File: config.mk
export PLATFORM = sky130hd
export DESIGN_NAME = timer_block
export DESIGN_NICKNAME = d
export VERILOG_FILES = /design/src/pkg/tc_pkg.sv /design/src/logic/timer_block.sv
export SDC_FILE = /design/constraint.sdc
export NUM_CORES = 1
export LEC_CHECK = 0
export BUFFER_PORTS_ARGS = -buffer_cell sky130_fd_sc_hd__buf_2
export CAP_MARGIN = 20
export CORE_AREA = 8 8 198 200
export CTS_BUF_LIST = sky130_fd_sc_hd__clkbuf_4
export CTS_CLUSTER_SIZE = 28
export DETAILED_ROUTE_END_ITERATION = 12
export DIE_AREA = 0 0 206 208
export GPL_ROUTABILITY_DRIVEN = 0
export HOLD_SLACK_MARGIN = 0.06
export PLACE_DENSITY = 0.83
export SLEW_MARGIN = 20
export SYNTH_ARGS = -nofsm -noshare
export SYNTH_HDL_FRONTEND = slang
export SYNTH_SLANG_ARGS = --single-unit
File: constraint.sdc
create_clock -name sys_clk -period 21.4 [get_ports sys_clk]
set_input_delay 2.14 -clock sys_clk [delete_from_list [all_inputs] [get_ports sys_clk]]
set_output_delay 2.14 -clock sys_clk [all_outputs]
set_load 0.02 [all_outputs]
File: src/pkg/tc_pkg.sv
// Register map, field layout and bus carriers for the timer block
package tc_pkg;

  // Per-channel register offsets within one channel group
  localparam logic [5:0] CH_CMD = 6'h00;
  localparam logic [5:0] CH_MODE = 6'h04;
  localparam logic [5:0] CH_STEP = 6'h08;
  localparam logic [5:0] CH_CV = 6'h10;
  localparam logic [5:0] CH_RA = 6'h14;
  localparam logic [5:0] CH_RB = 6'h18;
  localparam logic [5:0] CH_RC = 6'h1C;
  localparam logic [5:0] CH_SR = 6'h20;
  localparam logic [5:0] CH_IER = 6'h24;
  localparam logic [5:0] CH_IDR = 6'h28;
  localparam logic [5:0] CH_IMR = 6'h2C;
  localparam logic [7:0] CH_STRIDE = 8'h40;
  localparam logic [7:0] CH_AREA_END = 8'hC0;
  localparam int NUM_CH = 3;

  // Block-wide register offsets
  localparam logic [7:0] BLK_CMD = 8'hC0;
  localparam logic [7:0] BLK_MODE = 8'hC4;
  localparam logic [7:0] Q_IER = 8'hC8;
  localparam logic [7:0] Q_IDR = 8'hCC;
  localparam logic [7:0] Q_IMR = 8'hD0;
  localparam logic [7:0] Q_ISR = 8'hD4;
  localparam logic [7:0] FAULT_CFG = 8'hD8;
  localparam logic [7:0] LOCK_CFG = 8'hE4;

  // Channel command, mode and status fields, and block sync command bit
  localparam int CMD_CLK_ON = 0;
  localparam int CMD_CLK_OFF = 1;
  localparam int CMD_TRIG = 2;
  localparam int MODE_WAVE = 15;
  localparam int SR_CLK_STA = 16;
  localparam int BLK_SYNC = 0;

  // Block mode fields
  localparam int BM_L0 = 0;
  localparam int BM_L1 = 2;
  localparam int BM_L2 = 4;
  localparam int BM_DEC_ON = 8;
  localparam int BM_POS = 9;
  localparam int BM_SPEED = 10;
  localparam int BM_BYPASS = 11;
  localparam int BM_SINGLE = 12;
  localparam int BM_INVERT_QUAD_A = 13;
  localparam int BM_INVERT_QUAD_B = 14;
  localparam int BM_INVERT_INDEX = 15;
  localparam int BM_SWAP = 16;
  localparam int BM_IDXB = 17;
  localparam int BM_FILTER = 19;
  localparam int BM_FLEN = 20;
  localparam int FLEN_W = 6;
  localparam logic [31:0] BMR_MASK = 32'h03FB_FF3F;

  // External clock line source codes
  localparam logic [1:0] SEL_PIN = 2'h0;
  localparam logic [1:0] SEL_X = 2'h2;
  localparam logic [1:0] SEL_Y = 2'h3;

  // Decoder status bits and write lock passcode
  localparam int QS_IDX = 0;
  localparam int QS_FLIP = 1;
  localparam int QS_FAULT = 2;
  localparam int QS_DIR = 8;
  localparam logic [23:0] LOCK_KEY = 24'h54_494D;
  localparam int LOCK_KEY_LSB = 8;

  // Synchronised pin indices and gap counter limit
  localparam int P_CLK0 = 0;
  localparam int P_A0 = 3;
  localparam int P_B0 = 4;
  localparam int P_A1 = 5;
  localparam int P_A2 = 6;
  localparam logic [6:0] GAP_MAX = 7'h7F;

  typedef struct packed {
    logic hsel;
    logic [1:0] htrans;
    logic hwrite;
    logic [2:0] hsize;
    logic [31:0] haddr;
    logic [31:0] hwdata;
    logic hready;
  } ahb_in_s;

  typedef struct packed {
    logic [31:0] hrdata;
    logic hreadyout;
    logic hresp;
  } ahb_out_s;

endpackage

File: src/logic/timer_block.sv
// Timer block register layer with quadrature decoder front end
//
// Overview of operation
// Three channels, groups spaced 0x40 apart
// RA and RB read-only in capture mode
// Block sync bit triggers all channels together
// Block mode writes ignored while locked
// Line 0 source: pin, chan1 A, chan2 A
// Line 1 source: pin, chan0 A, chan2 A
// Line 2 source: pin, chan1 A, chan2 A
// Software pairs decoder enable with a measure mode
// Position mode counts on channels 0 and 1
// Speed on channel 0, time base channel 2
// Bypass bit suppresses direction change decoding
// Single input mode counts only A edges
// Optional inversion of quadrature A and B
// Optional inversion of index input
// Swap bit exchanges quadrature inputs
// Index from chan1 A or chan0 B
// Filter enable filters index, A and B
// Pulses shorter than length plus one dropped
// Clock on command unless off also set
// Clock off command stops counter clock
// Channel trigger clears counter, starts clock unless off also set
// Interrupt enable register sets mask bits
// Interrupt disable register clears mask bits
// Status flags sticky, cleared by status read
// Lock bit changes only with passcode
// Interrupt when enabled status flag set
//
// The AHB-Lite interface to the registers was decided locally.
module timer_block
  import tc_pkg::*;
(
  // Clock, reset and enable
  input wire logic sys_clk,
  input wire logic reset_n,
  input wire logic ce,
  // Register bus
  input wire ahb_in_s bus_in,
  output ahb_out_s bus_out,
  // Sensor and external clock pins
  input wire logic [2:0] ext_clock_pin,
  input wire logic chan0_io_line_a,
  input wire logic chan0_io_line_b,
  input wire logic chan1_io_line_a,
  input wire logic chan2_io_line_a,
  // Block outputs
  output logic [2:0] ext_clock_line,
  output logic [2:0] clock_running,
  output logic direction,
  output logic irq
);

  typedef struct packed {
    logic hready;
    logic ph;
    logic wr;
    logic [7:0] addr;
    logic [31:0] rdata;
    logic [2:0][31:0] cmr;
    logic [2:0][1:0] smmr;
    logic [2:0][15:0] ra;
    logic [2:0][15:0] rb;
    logic [2:0][15:0] rc;
    logic [2:0][15:0] cv;
    logic [2:0][7:0] chmask;
    logic [2:0] clk_on;
    logic [31:0] bmr;
    logic [1:0] fmr;
    logic lock;
    logic [2:0] qmask;
    logic [2:0] qflags;
    logic dir;
    logic [6:0] s1;
    logic [6:0] s2;
    logic [2:0] filt;
    logic [2:0] prev;
    logic [2:0][5:0] fcnt;
    logic [6:0] gap;
    logic last_b;
    logic [2:0] xc;
    logic irq;
  } state_s;

  state_s st;
  state_s next_st;
  logic [1:0] rst_pipe;
  logic rst_n;
  logic [31:0] wd;
  logic [1:0] ch;
  logic [5:0] off;
  logic in_ch;
  logic wr_en;
  logic rd_en;
  logic unlock;
  logic sync_trg;
  logic [5:0] flen;
  logic [2:0] raw_q;
  logic dec_on;
  logic ea;
  logic eb;
  logic cnt_edge;
  logic fwd;
  logic go_up;
  logic ev_idx;
  logic ev_flip;
  logic ev_fault;
  logic tb;
  logic [2:0] trig;
  logic [2:0] on_cmd;
  logic [2:0] off_cmd;
  logic [2:0] up;
  logic [2:0] down;
  logic [2:0] clr;
  logic [2:0] x_src;
  logic [1:0] sel;
  logic [31:0] rd_val;

  // Reset release through two flip-flops
  always_ff @(posedge sys_clk or negedge reset_n) begin
    if (!reset_n) begin
      rst_pipe <= 2'h0;
    end else begin
      rst_pipe <= {rst_pipe[0], 1'b1};
    end
  end
  assign rst_n = rst_pipe[1];

  assign wd = bus_in.hwdata;

  always_comb begin
    next_st = st;
    ch = st.addr[7:6];
    off = st.addr[5:0];
    in_ch = st.addr < CH_AREA_END;
    wr_en = st.ph & st.wr;
    rd_en = st.ph & ~st.wr;
    unlock = ~st.lock;
    flen = st.bmr[BM_FLEN +: FLEN_W];
    // Pin synchronisers
    next_st.s1 = {chan2_io_line_a, chan1_io_line_a, chan0_io_line_b,
                  chan0_io_line_a, ext_clock_pin};
    next_st.s2 = st.s1;
    // Input conditioning
    raw_q[0] = st.s2[P_A0] ^ st.bmr[BM_INVERT_QUAD_A];
    raw_q[1] = st.s2[P_B0] ^ st.bmr[BM_INVERT_QUAD_B];
    raw_q[2] = (st.bmr[BM_IDXB] ? st.s2[P_B0] : st.s2[P_A1])
               ^ st.bmr[BM_INVERT_INDEX];
    if (st.bmr[BM_SWAP]) begin
      raw_q[1:0] = {raw_q[0], raw_q[1]};
    end
    // Input filters
    for (int i = 0; i < 3; i++) begin
      if (!st.bmr[BM_FILTER]) begin
        next_st.filt[i] = raw_q[i];
        next_st.fcnt[i] = 6'h00;
      end else if (raw_q[i] == st.filt[i]) begin
        next_st.fcnt[i] = 6'h00;
      end else if (st.fcnt[i] >= flen) begin
        next_st.filt[i] = raw_q[i];
        next_st.fcnt[i] = 6'h00;
      end else begin
        next_st.fcnt[i] = st.fcnt[i] + 6'h01;
      end
    end
    next_st.prev = st.filt;
    // Edge, direction and fault detection
    dec_on = st.bmr[BM_DEC_ON];
    ea = dec_on & (st.filt[0] != st.prev[0]);
    eb = dec_on & (st.filt[1] != st.prev[1]);
    ev_idx = dec_on & st.filt[2] & ~st.prev[2];
    cnt_edge = ea | (eb & ~st.bmr[BM_SINGLE]);
    fwd = ea ? (st.filt[0] != st.filt[1]) : (st.filt[0] == st.filt[1]);
    ev_flip = (ea | eb) & ~st.bmr[BM_BYPASS] & (fwd != st.dir);
    go_up = st.bmr[BM_BYPASS] | fwd;
    if ((ea | eb) & ~st.bmr[BM_BYPASS]) begin
      next_st.dir = fwd;
    end
    ev_fault = (ea & eb) | (((ea & st.last_b) | (eb & ~st.last_b))
               & (st.gap < {1'b0, flen}));
    if (ea | eb) begin
      next_st.gap = 7'h00;
      next_st.last_b = eb & ~ea;
    end else if (st.gap != GAP_MAX) begin
      next_st.gap = st.gap + 7'h01;
    end
    // Channel commands
    sync_trg = wr_en & (st.addr == BLK_CMD) & wd[BLK_SYNC];
    for (int i = 0; i < NUM_CH; i++) begin
      trig[i] = sync_trg | (wr_en & in_ch & (ch == 2'(i)) & (off == CH_CMD)
                & wd[CMD_TRIG]);
      on_cmd[i] = wr_en & in_ch & (ch == 2'(i)) & (off == CH_CMD)
                  & wd[CMD_CLK_ON];
      off_cmd[i] = wr_en & in_ch & (ch == 2'(i)) & (off == CH_CMD)
                   & wd[CMD_CLK_OFF];
    end
    // Counting sources
    tb = dec_on & st.bmr[BM_SPEED] & st.clk_on[2] & (st.cv[2] == st.rc[2]);
    up = 3'h7;
    down = 3'h0;
    clr = 3'h0;
    if (dec_on & st.bmr[BM_POS]) begin
      up[0] = cnt_edge & go_up;
      down[0] = cnt_edge & ~go_up;
      clr[0] = ev_idx;
      up[1] = ev_idx & go_up;
      down[1] = ev_idx & ~go_up;
    end
    if (dec_on & st.bmr[BM_SPEED]) begin
      up[0] = cnt_edge & go_up;
      down[0] = cnt_edge & ~go_up;
      clr[0] = tb;
      clr[2] = tb;
    end
    for (int i = 0; i < NUM_CH; i++) begin
      if (trig[i] | (clr[i] & st.clk_on[i])) begin
        next_st.cv[i] = 16'h0000;
      end else if (up[i] & st.clk_on[i]) begin
        next_st.cv[i] = st.cv[i] + 16'h0001;
      end else if (down[i] & st.clk_on[i]) begin
        next_st.cv[i] = st.cv[i] - 16'h0001;
      end
      if (off_cmd[i]) begin
        next_st.clk_on[i] = 1'b0;
      end else if (on_cmd[i] | trig[i]) begin
        next_st.clk_on[i] = 1'b1;
      end
    end
    if (tb) begin
      next_st.ra[0] = st.cv[0];
    end
    // Channel register writes
    if (wr_en & in_ch) begin
      case (off)
        CH_MODE: if (unlock) next_st.cmr[ch] = wd;
        CH_STEP: if (unlock) next_st.smmr[ch] = wd[1:0];
        CH_RA: if (unlock & st.cmr[ch][MODE_WAVE]) begin
          next_st.ra[ch] = wd[15:0];
        end
        CH_RB: if (unlock & st.cmr[ch][MODE_WAVE]) begin
          next_st.rb[ch] = wd[15:0];
        end
        CH_RC: if (unlock) next_st.rc[ch] = wd[15:0];
        CH_IER: next_st.chmask[ch] = st.chmask[ch] | wd[7:0];
        CH_IDR: next_st.chmask[ch] = st.chmask[ch] & ~wd[7:0];
        default: ;
      endcase
    end
    // Block register writes
    if (wr_en) begin
      case (st.addr)
        BLK_MODE: if (unlock) next_st.bmr = wd & BMR_MASK;
        Q_IER: next_st.qmask = st.qmask | wd[2:0];
        Q_IDR: next_st.qmask = st.qmask & ~wd[2:0];
        FAULT_CFG: if (unlock) next_st.fmr = wd[1:0];
        LOCK_CFG: begin
          if (wd[LOCK_KEY_LSB +: 24] == LOCK_KEY) begin
            next_st.lock = wd[0];
          end
        end
        default: ;
      endcase
    end
    // Sticky flags, cleared by status read, new events win
    if (rd_en & (st.addr == Q_ISR)) begin
      next_st.qflags = 3'h0;
    end
    next_st.qflags = next_st.qflags | {ev_fault, ev_flip, ev_idx};
    next_st.irq = |(st.qflags & st.qmask);
    // External clock line selection
    x_src = {st.s2[P_A1], st.s2[P_A0], st.s2[P_A1]};
    for (int i = 0; i < 3; i++) begin
      sel = st.bmr[2 * i +: 2];
      case (sel)
        SEL_PIN: next_st.xc[i] = st.s2[P_CLK0 + i];
        SEL_X: next_st.xc[i] = x_src[i];
        SEL_Y: next_st.xc[i] = st.s2[P_A2];
        default: next_st.xc[i] = 1'b0;
      endcase
    end
    // Read data
    rd_val = 32'h0000_0000;
    if (in_ch) begin
      case (off)
        CH_MODE: rd_val = st.cmr[ch];
        CH_STEP: rd_val = {30'h0000_0000, st.smmr[ch]};
        CH_CV: rd_val = {16'h0000, st.cv[ch]};
        CH_RA: rd_val = {16'h0000, st.ra[ch]};
        CH_RB: rd_val = {16'h0000, st.rb[ch]};
        CH_RC: rd_val = {16'h0000, st.rc[ch]};
        CH_SR: rd_val[SR_CLK_STA] = st.clk_on[ch];
        CH_IMR: rd_val = {24'h00_0000, st.chmask[ch]};
        default: ;
      endcase
    end else begin
      case (st.addr)
        BLK_MODE: rd_val = st.bmr;
        Q_IMR: rd_val = {29'h0000_0000, st.qmask};
        Q_ISR: begin
          rd_val[2:0] = st.qflags;
          rd_val[QS_DIR] = st.dir;
        end
        FAULT_CFG: rd_val = {30'h0000_0000, st.fmr};
        LOCK_CFG: rd_val = {31'h0000_0000, st.lock};
        default: ;
      endcase
    end
    // Bus handshake, one wait state per transfer
    if (st.ph) begin
      next_st.ph = 1'b0;
      next_st.hready = 1'b1;
      if (rd_en) begin
        next_st.rdata = rd_val;
      end
    end else if (bus_in.hsel & bus_in.htrans[1] & bus_in.hready) begin
      next_st.ph = 1'b1;
      next_st.hready = 1'b0;
      next_st.wr = bus_in.hwrite;
      next_st.addr = bus_in.haddr[7:0];
    end
  end

  always_ff @(posedge sys_clk or negedge rst_n) begin
    if (!rst_n) begin
      st <= '0;
      st.hready <= 1'b1;
      st.gap <= GAP_MAX;
    end else if (ce) begin
      st <= next_st;
    end
  end

  assign bus_out.hrdata = st.rdata;
  assign bus_out.hreadyout = st.hready;
  assign bus_out.hresp = 1'b0;
  assign ext_clock_line = st.xc;
  assign clock_running = st.clk_on;
  assign direction = st.dir;
  assign irq = st.irq;

  // Checks
  ra_readonly_a: assert property (@(posedge sys_clk) disable iff (!rst_n)
    ce && wr_en && in_ch && ch == 2'h1 && off == CH_RA
    && !st.cmr[1][MODE_WAVE] |=> $stable(st.ra[1]))
    else $error("capture register written in capture mode");

  sync_all_a: assert property (@(posedge sys_clk) disable iff (!rst_n)
    ce && sync_trg |=> st.cv == '0 && st.clk_on == 3'h7)
    else $error("block sync did not trigger all channels");

  mode_lock_a: assert property (@(posedge sys_clk) disable iff (!rst_n)
    ce && wr_en && st.addr == BLK_MODE && st.lock |=> $stable(st.bmr))
    else $error("block mode changed while locked");

  line0_pin_a: assert property (@(posedge sys_clk) disable iff (!rst_n)
    ce && st.bmr[BM_L0 +: 2] == SEL_PIN
    |=> st.xc[0] == $past(st.s2[P_CLK0]))
    else $error("line 0 does not follow its pin");

  line1_chan0_a: assert property (@(posedge sys_clk) disable iff (!rst_n)
    ce && st.bmr[BM_L1 +: 2] == SEL_X |=> st.xc[1] == $past(st.s2[P_A0]))
    else $error("line 1 does not follow channel 0 line A");

  filter_hold_a: assert property (
    @(posedge sys_clk) disable iff (!rst_n)
    ce && st.bmr[BM_FILTER] && st.fcnt[0] < flen |=> $stable(st.filt[0]))
    else $error("filter passed a short pulse");

  clock_on_a: assert property (@(posedge sys_clk) disable iff (!rst_n)
    ce && on_cmd[0] && !off_cmd[0] |=> st.clk_on[0])
    else $error("clock on command ignored");

  clock_off_a: assert property (@(posedge sys_clk) disable iff (!rst_n)
    ce && off_cmd[0] |=> !st.clk_on[0] ##1 1)
    else $error("clock off command ignored");

  mask_set_a: assert property (@(posedge sys_clk) disable iff (!rst_n)
    ce && wr_en && st.addr == Q_IER
    |=> (st.qmask & $past(wd[2:0])) == $past(wd[2:0]))
    else $error("interrupt enable did not set mask");

  status_clear_a: assert property (
    @(posedge sys_clk) disable iff (!rst_n)
    ce && rd_en && st.addr == Q_ISR && !(ev_idx || ev_flip || ev_fault)
    |=> st.qflags == 3'h0 && st.rdata[2:0] == $past(st.qflags))
    else $error("status read did not return and clear flags");

  irq_raise_a: assert property (@(posedge sys_clk) disable iff (!rst_n)
    ce && |(st.qflags & st.qmask) |=> st.irq)
    else $error("interrupt not raised for enabled flag");

  sync_c: cover property (@(posedge sys_clk) disable iff (!rst_n)
    ce && sync_trg);
  index_c: cover property (@(posedge sys_clk) disable iff (!rst_n)
    ce && ev_idx);
  fault_c: cover property (@(posedge sys_clk) disable iff (!rst_n)
    ce && ev_fault);
  flip_c: cover property (@(posedge sys_clk) disable iff (!rst_n)
    ce && ev_flip);

endmodule

==> metrics.md, run 1 <==
| Metric | Value |
|---|---|
| Yosys warning total | `0` |
| Period utilization | `0.210` |
| Max Fclk | `between 200 and 250 MHz` |
| CTS Buf Count | `112` |
| Combinational Power Share | `0.215` |
| Final Hold Viols | `0` |
| Sw power | `slightly above 700 uW` |
| R2R setup slack | `17,010 ps` |
| Post-CTS setup buffers | `0` |
| Via/cell ratio | `6.47` |
| Starting density of the core | `0.638` |
| Tmin final | `roughly 4500 ps` |
| Share of cells above drive strength 1 | `0.294` |
| Clk_skew | `between 60 and 70 ps` |
| CP Launch Type | `primary input` |
| Largest fanout on the critical path | `31` |
| Nets | `approximately 2,300` |
| Row count | `70` |
| CP max stage cell | `nor2_1` |
| Area delta synth->final | `9.01%` |
| Fill cells | `about 2,500` |
| Reg2reg start | `next_st[31]` |
| Placed Instances | `between 2,000 and 2,500` |
| CTS tree | `done` |
| Worst Setup End Kind | `flop` |
| Footprint of the multi-input gates | `between 10,000 and 15,000 sq um` |
| Synth Area per Inst | `approximately 11 sq um` |
| Worst Hold Class | `flop to asynchronous set/reset pin` |
| Arr. time, crit path | `just over 5000 ps` |
| Dpl ws | `roughly 16,000 ps` |
| FF-to-FF path depth | `14` |
| Leakage | `12.3 nW` |
| DIE HEIGHT | `about 210 um` |
| Crit-path cells | `buf_2 > buf_4 > nand3_1 > nor2_1 > nand2_1 > nor2_1 > buf_4 > mux2_2` |
| Drt pass-1 iters | `7` |
| CTS Sinks | `449` |
| IO Pins | `between 100 and 150` |
| Setup crit end | `st[252]` |
| Largest net degree at the start of global routing | `84` |
| Synth Instances | `2,049` |
| RSZ-0062 raised after global routing | `false` |
| PortBufs | `between 90 and 100` |
| Initial antenna violation count | `1` |
| Worst skew pair latency | `850 ps` |
| CP Class | `primary input to flop` |
| WL final | `approximately 63,000 um` |
| Clk pwr share | `0.331` |
| Status | `finished clean` |
| Number of hold buffers added after cts | `0` |
| EDFF count, synth | `0` |
| Synth Cell Area | `between 20,000 and 25,000 sq um` |
| Clk root buf | `clkbuf_4` |
| Post_cts resized | `0` |
| VDD IR max | `between 0.06 and 0.07 mV` |
| Area of the die | `approximately 43,000 sq um` |
| Grt ovf | `0` |
| Slew Viols, Final | `0` |
| ANT nets after route | `0` |
| Cell Count, Final, Fillers Out | `roughly 2,700` |
| Register area share after synthesis | `0.488` |
| Routed WL per cell | `roughly 23 um` |
| Sequential Power Share | `0.453` |
| Clock Path Buffers | `3` |
| DR DRC count | `0` |
| Max Cap Violations | `0` |
| Mapped Nets | `approximately 2,200` |
| PnR worst setup slack | `between 15,000 and 20,000 ps` |
| Worst-margin pin slew | `roughly 1200 ps` |
| Number of synthesized register bits | `about 450` |
| Async set or reset register ratio after synthesis | `1.00` |
| Commonest non-fill, non-tap cell in the layout | `dfrtp_1` |
| FF+latch area | `between 10,000 and 15,000 sq um` |
| Max stage delay on crit path | `between 800 and 900 ps` |
| Top FF cell, synth | `dfrtp_1` |
| Die W | `a little over 200 um` |
| Post-DP Area | `between 20,000 and 25,000 sq um` |
| Core area | `36,100 sq um` |
| Final setup fails | `0` |
| Core Util, Final | `0.696` |
| Sw Share | `0.324` |
| First-pass GRT wire length | `approximately 99,000 um` |
| Crit path required time | `about 22,000 ps` |
| Pwr dens | `approximately 90 nW/um^2` |
| Max-Slew Margin vs Limit | `0.180` |
| Via count of the first global-routing pass | `18,265` |
| Vias | `17,364` |
| CTS clk-pin slew, worst paths | `about 70 ps` |
| # H-tree levels | `3` |
| Crit. Startpoint | `ce` |
| Worst R2R End | `st[134]` |
| Most frequent cells in the layout | `dfrtp_1 (438), mux2_2 (290), clkbuf_4 (169)` |
| Int Power | `~1.5 mW` |
| Post-Layout Inst Area | `around 25,000 sq um` |
| GR Util All Layers | `0.293` |
| Setup TNS Final | `0 ps` |
| HPWL after DPL | `just over 40,000 um` |
| Post-synthesis cell type count | `a little under 80` |
| Initial DRC count | `between 1,500 and 2,000` |
-- synthesized netlist by cell type (4+ instances only) --
cell type / n / area, sq um
mux2_1: 22 / 248
nand4_1: 12 / 75.1
a221o_1: 5 / 50.1
o21ai_1: 4 / 20.0
ha_1: 59 / 738
nor3_1: 22 / 110
nor2_1: 141 / 529
nand3_1: 26 / 130
nand2b_1: 13 / 81.3
inv_1: 21 / 78.8
o211ai_1: 4 / 30.0
dfstp_2: 8 / 210
dfrtp_1: 441 / 11000
a31oi_1: 14 / 87.6
mux2i_1: 100 / 1000
mux2_2: 290 / 3270
xnor2_1: 33 / 289
nor2b_1: 8 / 50.1
nor3_2: 4 / 40.0
xor2_1: 38 / 333
nor4_1: 6 / 37.5
a21o_1: 29 / 218
o21ai_0: 110 / 551
o22ai_1: 26 / 163
o31ai_1: 8 / 60.1
mux4_2: 11 / 248
buf_4: 40 / 300
a21oi_1: 100 / 500
a211oi_1: 6 / 45.0
nor3b_1: 5 / 37.5
a22o_1: 40 / 350
buf_2: 38 / 190
buf_1: 10 / 37.5
o21a_1: 5 / 37.5
and2_1: 6 / 37.5
o2bb2ai_1: 8 / 70.1
and3_1: 7 / 43.8
clkbuf_1: 73 / 274
a221oi_1: 13 / 114
a211o_1: 4 / 35.0
nand2_1: 160 / 601
a22oi_1: 22 / 165
-- power groups by stage --
| stage | clock network (mW) | logic [mW] | registers [mW] |
|---|---|---|---|
| 2_1_floorplan | 0 | 0.369 | 0.972 |
| 3_3_place_gp | 0 | 0.437 | 1.01 |
| 5_1_grt | 0.783 | 0.512 | 1.00 |
| 6_report | 0.728 | 0.473 | 0.996 |
| 3_5_place_dp | 0 | 0.458 | 1.01 |
| 4_1_cts | 0.738 | 0.462 | 0.994 |
-- sequential cells by signal, summed over array words and instances, names as in the netlist, named ones only --
name and flops:
bus_out 33, flen 6, sel 2, next_st 10, st 376, ext_clock_line 3
ch 2, dec_on 1, direction 1, clock_running 3, irq 1, rst_pipe 2
off 6
-- final cells by class --
| cell class | count | share of cell area |
|---|---|---|
| flip-flops and latches | 449 | 0.448 |
| multi-input cells | 1416 | 0.436 |
| clock buffers | 169 | 0.0505 |
| repair buffers | 136 | 0.0330 |
| well taps | 468 | 0.0233 |
| clock inverters | 21 | 0.00563 |
| inverters | 22 | 0.00329 |
| diodes | 1 | 0.0000997 |
-- layer usage --
metal  track usage  up-vias  part of all wire
met5             0        -                 0
li1              -     7618                 -
met3        0.0844      241             0.095
met1         0.370     8623              0.39
met4         0.165        0             0.052
met2         0.446      882              0.47
-- worst min path at each step --
| stage | slack, ps | cells past startpoint | end |
|---|---|---|---|
| global route | 270 | 0 | st[25] |
| floorplan | 330 | 0 | rst_pipe[1] |
| global placement | 340 | 0 | rst_pipe[1] |
| detailed placement | 340 | 0 | rst_pipe[1] |
| CTS | 360 | 0 | rst_pipe[1] |
| finish | 240 | 0 | st[20] |
-- cell families after synthesis --
group / count (synthesis) / synth area share
compound gates: 422 / 0.119
xor+xnor: 71 / 0.0270
fa+ha+maj: 61 / 0.0338
buf+inv: 184 / 0.0389
flops: 449 / 0.488
mux: 423 / 0.207
other cells: 2 / 0.000326
simple gates: 437 / 0.0865
-- critical path: cells and delay by family --
family,cells,cell delay (ps)
simple gates,4,1780
buf+inv,3,870
mux,1,360
-- stage by stage --
step	hold slack (ps)	total power, mW
2_1_floorplan	331	1.34
3_3_place_gp	344	1.44
3_5_place_dp	336	1.47
4_1_cts	364	2.19
5_1_grt	271	2.30
6_report	240	2.20
Power figures use the tool's default switching activity.
==> inputs of run 2 (changes only) <==
--- a/config.mk
+++ b/config.mk
@@ -7,14 +7,14 @@
 export LEC_CHECK = 0
 export BUFFER_PORTS_ARGS = -buffer_cell sky130_fd_sc_hd__buf_2
 export CAP_MARGIN = 20
-export CORE_AREA = 8 8 198 200
+export CORE_AREA = 8 8 199 201
 export CTS_BUF_LIST = sky130_fd_sc_hd__clkbuf_4
 export CTS_CLUSTER_SIZE = 28
 export DETAILED_ROUTE_END_ITERATION = 12
-export DIE_AREA = 0 0 206 208
+export DIE_AREA = 0 0 207 209
 export GPL_ROUTABILITY_DRIVEN = 0
 export HOLD_SLACK_MARGIN = 0.06
-export PLACE_DENSITY = 0.83
+export PLACE_DENSITY = 0.82
 export SLEW_MARGIN = 20
 export SYNTH_ARGS = -nofsm -noshare
 export SYNTH_HDL_FRONTEND = slang
==> constraint.sdc (replaced) <==
create_clock -name sys_clk -period 4.6 [get_ports sys_clk]
set_input_delay 0.46 -clock sys_clk [delete_from_list [all_inputs] [get_ports sys_clk]]
set_output_delay 0.46 -clock sys_clk [all_outputs]
set_load 0.02 [all_outputs]
==> metrics.md, run 2 (synthesized netlist as in run 1, its figures left out) <==
| Metric | Value |
|---|---|
| GR Util All Layers | `0.297 (+0.00467)` |
| Starting density of the core | `0.635 (-0.00308)` |
| R2R setup slack | `540 ps (-16,470 ps)` |
| PortBufs | `94 (unchanged)` |
| Post-CTS setup buffers | `0 (unchanged)` |
| Arr. time, crit path | `4830 ps (-350 ps)` |
| VDD IR max | `0.277 mV (+320%)` |
| Max-Slew Margin vs Limit | `0.215 (+0.0352)` |
| CP Launch Type | `flop` |
| Routed WL per cell | `23.8 um (+1.6%)` |
| Area delta synth->final | `11.4%` |
| Tmin final | `4060 ps` |
| Nets | `2,323 (+1.9%)` |
| Pwr dens | `409 nW/um^2 (+370%)` |
| Crit. Startpoint | `next_st[31]` |
| Clk_skew | `58.7 ps (-8.55 ps)` |
| Vias | `17,829 (+2.7%)` |
| Max Cap Violations | `0 (unchanged)` |
| Hold_ws | `107 ps (-133 ps)` |
| Clock Path Buffers | `3 (unchanged)` |
| Row count | `70 (unchanged)` |
| CP Class | `flop to flop` |
| Final Hold Viols | `0 (unchanged)` |
| Slew Viols, Final | `0 (unchanged)` |
| FF+latch area | `11,300 sq um (unchanged)` |
| Most frequent cells in the layout | `dfrtp_1 (438), mux2_2 (290), clkbuf_4 (181)` |
| CTS Sinks | `449 (unchanged)` |
| Sw Share | `0.324 (about the same)` |
| CTS clk-pin slew, worst paths | `80 ps (about the same)` |
| CTS tree | `done` |
| DR DRC count | `0 (unchanged)` |
| Max Fclk | `246 MHz` |
| ANT nets after route | `0 (unchanged)` |
| WHS Endpoint | `st[225]` |
| Core Util, Final | `0.708 (+0.0120)` |
| Die W | `207 um (+0.49%)` |
| Sw power | `3.40 mW (+380%)` |
| Via/cell ratio | `6.52 (+0.69%)` |
| Area of the die | `43,300 sq um (+0.97%)` |
| Status | `finished clean` |
| Commonest non-fill, non-tap cell in the layout | `dfrtp_1` |
| Worst Setup End Kind | `flop` |
| Clk pwr share | `0.343 (+0.012)` |
| Worst-margin pin slew | `1170 ps (-54.7 ps)` |
| Max stage delay on crit path | `480 ps (-370 ps)` |
| Fill cells | `2,442 (-2.7%)` |
| Grt ovf | `0 (unchanged)` |
| Initial DRC count | `1,757 (-0.85%)` |
| Leakage | `12.5 nW (+1.8%)` |
| Clk root buf | `clkbuf_4` |
| Drt pass-1 iters | `5 (-2)` |
| Most flop-heavy register | `st` |
| Final setup fails | `0 (unchanged)` |
| Max FFs per register | `376 (unchanged)` |
| Combinational Power Share | `0.213 (-0.002)` |
| Crit-path cells | `xnor2_1 > nor2_1 > or3b_1 > o311ai_2 > ha_1 > and2_1 > a221o_1 > a2111o_1 > a221o_1 > a41oi_2 > mux2i_1 > a31oi_1 > a31oi_1` |
| FF-to-FF path depth | `13 (-1)` |
| Initial antenna violation count | `4 (+3)` |
| Total power | `10.5 mW (+380%)` |
| Setup TNS Final | `0 ps (unchanged)` |
| Reg2reg start | `next_st[31]` |
| Footprint of the multi-input gates | `11,000 sq um (about the same)` |
| Int Power | `7.10 mW (+380%)` |
| IO Pins | `124 (unchanged)` |
| CTS Buf Count | `113 (+0.89%)` |
| CP max stage cell | `dfrtp_1` |
| Sequential Power Share | `0.444 (-0.009)` |
| Worst Hold Launch | `bus_in[11]` |
| Via count of the first global-routing pass | `18,464 (+1.1%)` |
| Largest net degree at the start of global routing | `115 (+37%)` |
| Hold path depth | `2` |
| Share of cells above drive strength 1 | `0.292 (-0.00190)` |
| Crit path required time | `5370 ps (-16,720 ps)` |
| RSZ-0062 raised after global routing | `false` |
| # H-tree levels | `3 (unchanged)` |
| HPWL after DPL | `42,200 um (+2.9%)` |
| WL final | `65,000 um (+3.6%)` |
| Worst Hold Class | `primary input to flop` |
| Core area | `36,300 sq um (+0.49%)` |
| DIE HEIGHT | `209 um (+0.48%)` |
| First-pass GRT wire length | `103,000 um (+3.4%)` |
| Largest fanout on the critical path | `6 (-81%)` |
| Worst skew pair latency | `860 ps (about the same)` |
| Worst R2R End | `st[134]` |
| Period utilization | `0.882` |
## run 2: changes by cell type in the layout (fill, tap and decap cells not counted), sizes merged
cell	delta
clkinv	-1
bufinv	+1
inv	-3
dlygate4sd3	+40
clkbuf	+12
diode	+1
clkinvlp	+1
buf	+2
## run 2: final cells by class
| type | count | share of cell area |
|---|---|---|
| tap | 468 | 0.0228 |
| clock inverter | 19 | 0.00639 |
| timing repair buffer | 178 | 0.0492 |
| clock buffer | 181 | 0.0529 |
| sequential | 449 | 0.439 |
| multi-input combinational | 1416 | 0.427 |
| antenna | 2 | 0.000195 |
| inverter | 22 | 0.00322 |
## run 2: worst max-delay path by stage
stage | to | slack, ps | depth (start not counted)
floorplan | asynchronous set/reset pin | 210 | 0
global placement | st[134] | 700 | 13
detailed placement | st[134] | 580 | 13
CTS | st[134] | 530 | 13
global route | st[134] | 400 | 13
finish | st[134] | 540 | 13
## run 2: power groups by stage
stage	registers [mW]	clock network [mW]	logic (mW)
after global placement	4.70	0	2.07
after CTS	4.64	3.61	2.20
after global routing	4.68	3.83	2.44
final	4.66	3.60	2.24
after floorplan	4.52	0	1.72
after detailed placement	4.71	0	2.16
## run 2: layer usage
metal  wire length, um  GRT usage  vias to the layer above
met3              6260     0.0802                      235
met4              3040      0.145                        2
met5                11          0                        -
met2             30300      0.472                      968
met1             25300      0.375                     8930
li1                  -          -                     7694
## run 2: per-stage QoR
stage,cells,worst slack (ps),area (sq um)
global placement,2493,699,23700
CTS,2733,526,25700
global route,2735,397,25700
finish,2735,542,25700
detailed placement,2493,583,23700
floorplan,2049,212,23000
## run 2: repair_timing
item / CTS / global route
gates resized for setup: 0 / 0
hold buffers: 40 / 0
endpoints found under the hold margin: 101 / 0
## run 2: critical path, delay by kind of cell (launching register included)
family                   cells  cell delay [ps]
AO/OA/AOI/OAI                7             1760
XOR/XNOR                     1              380
adder cells (fa/ha/maj)      1              400
flip-flops                   1              480
multiplexers                 1              260
AND/OR/NAND/NOR              3              690
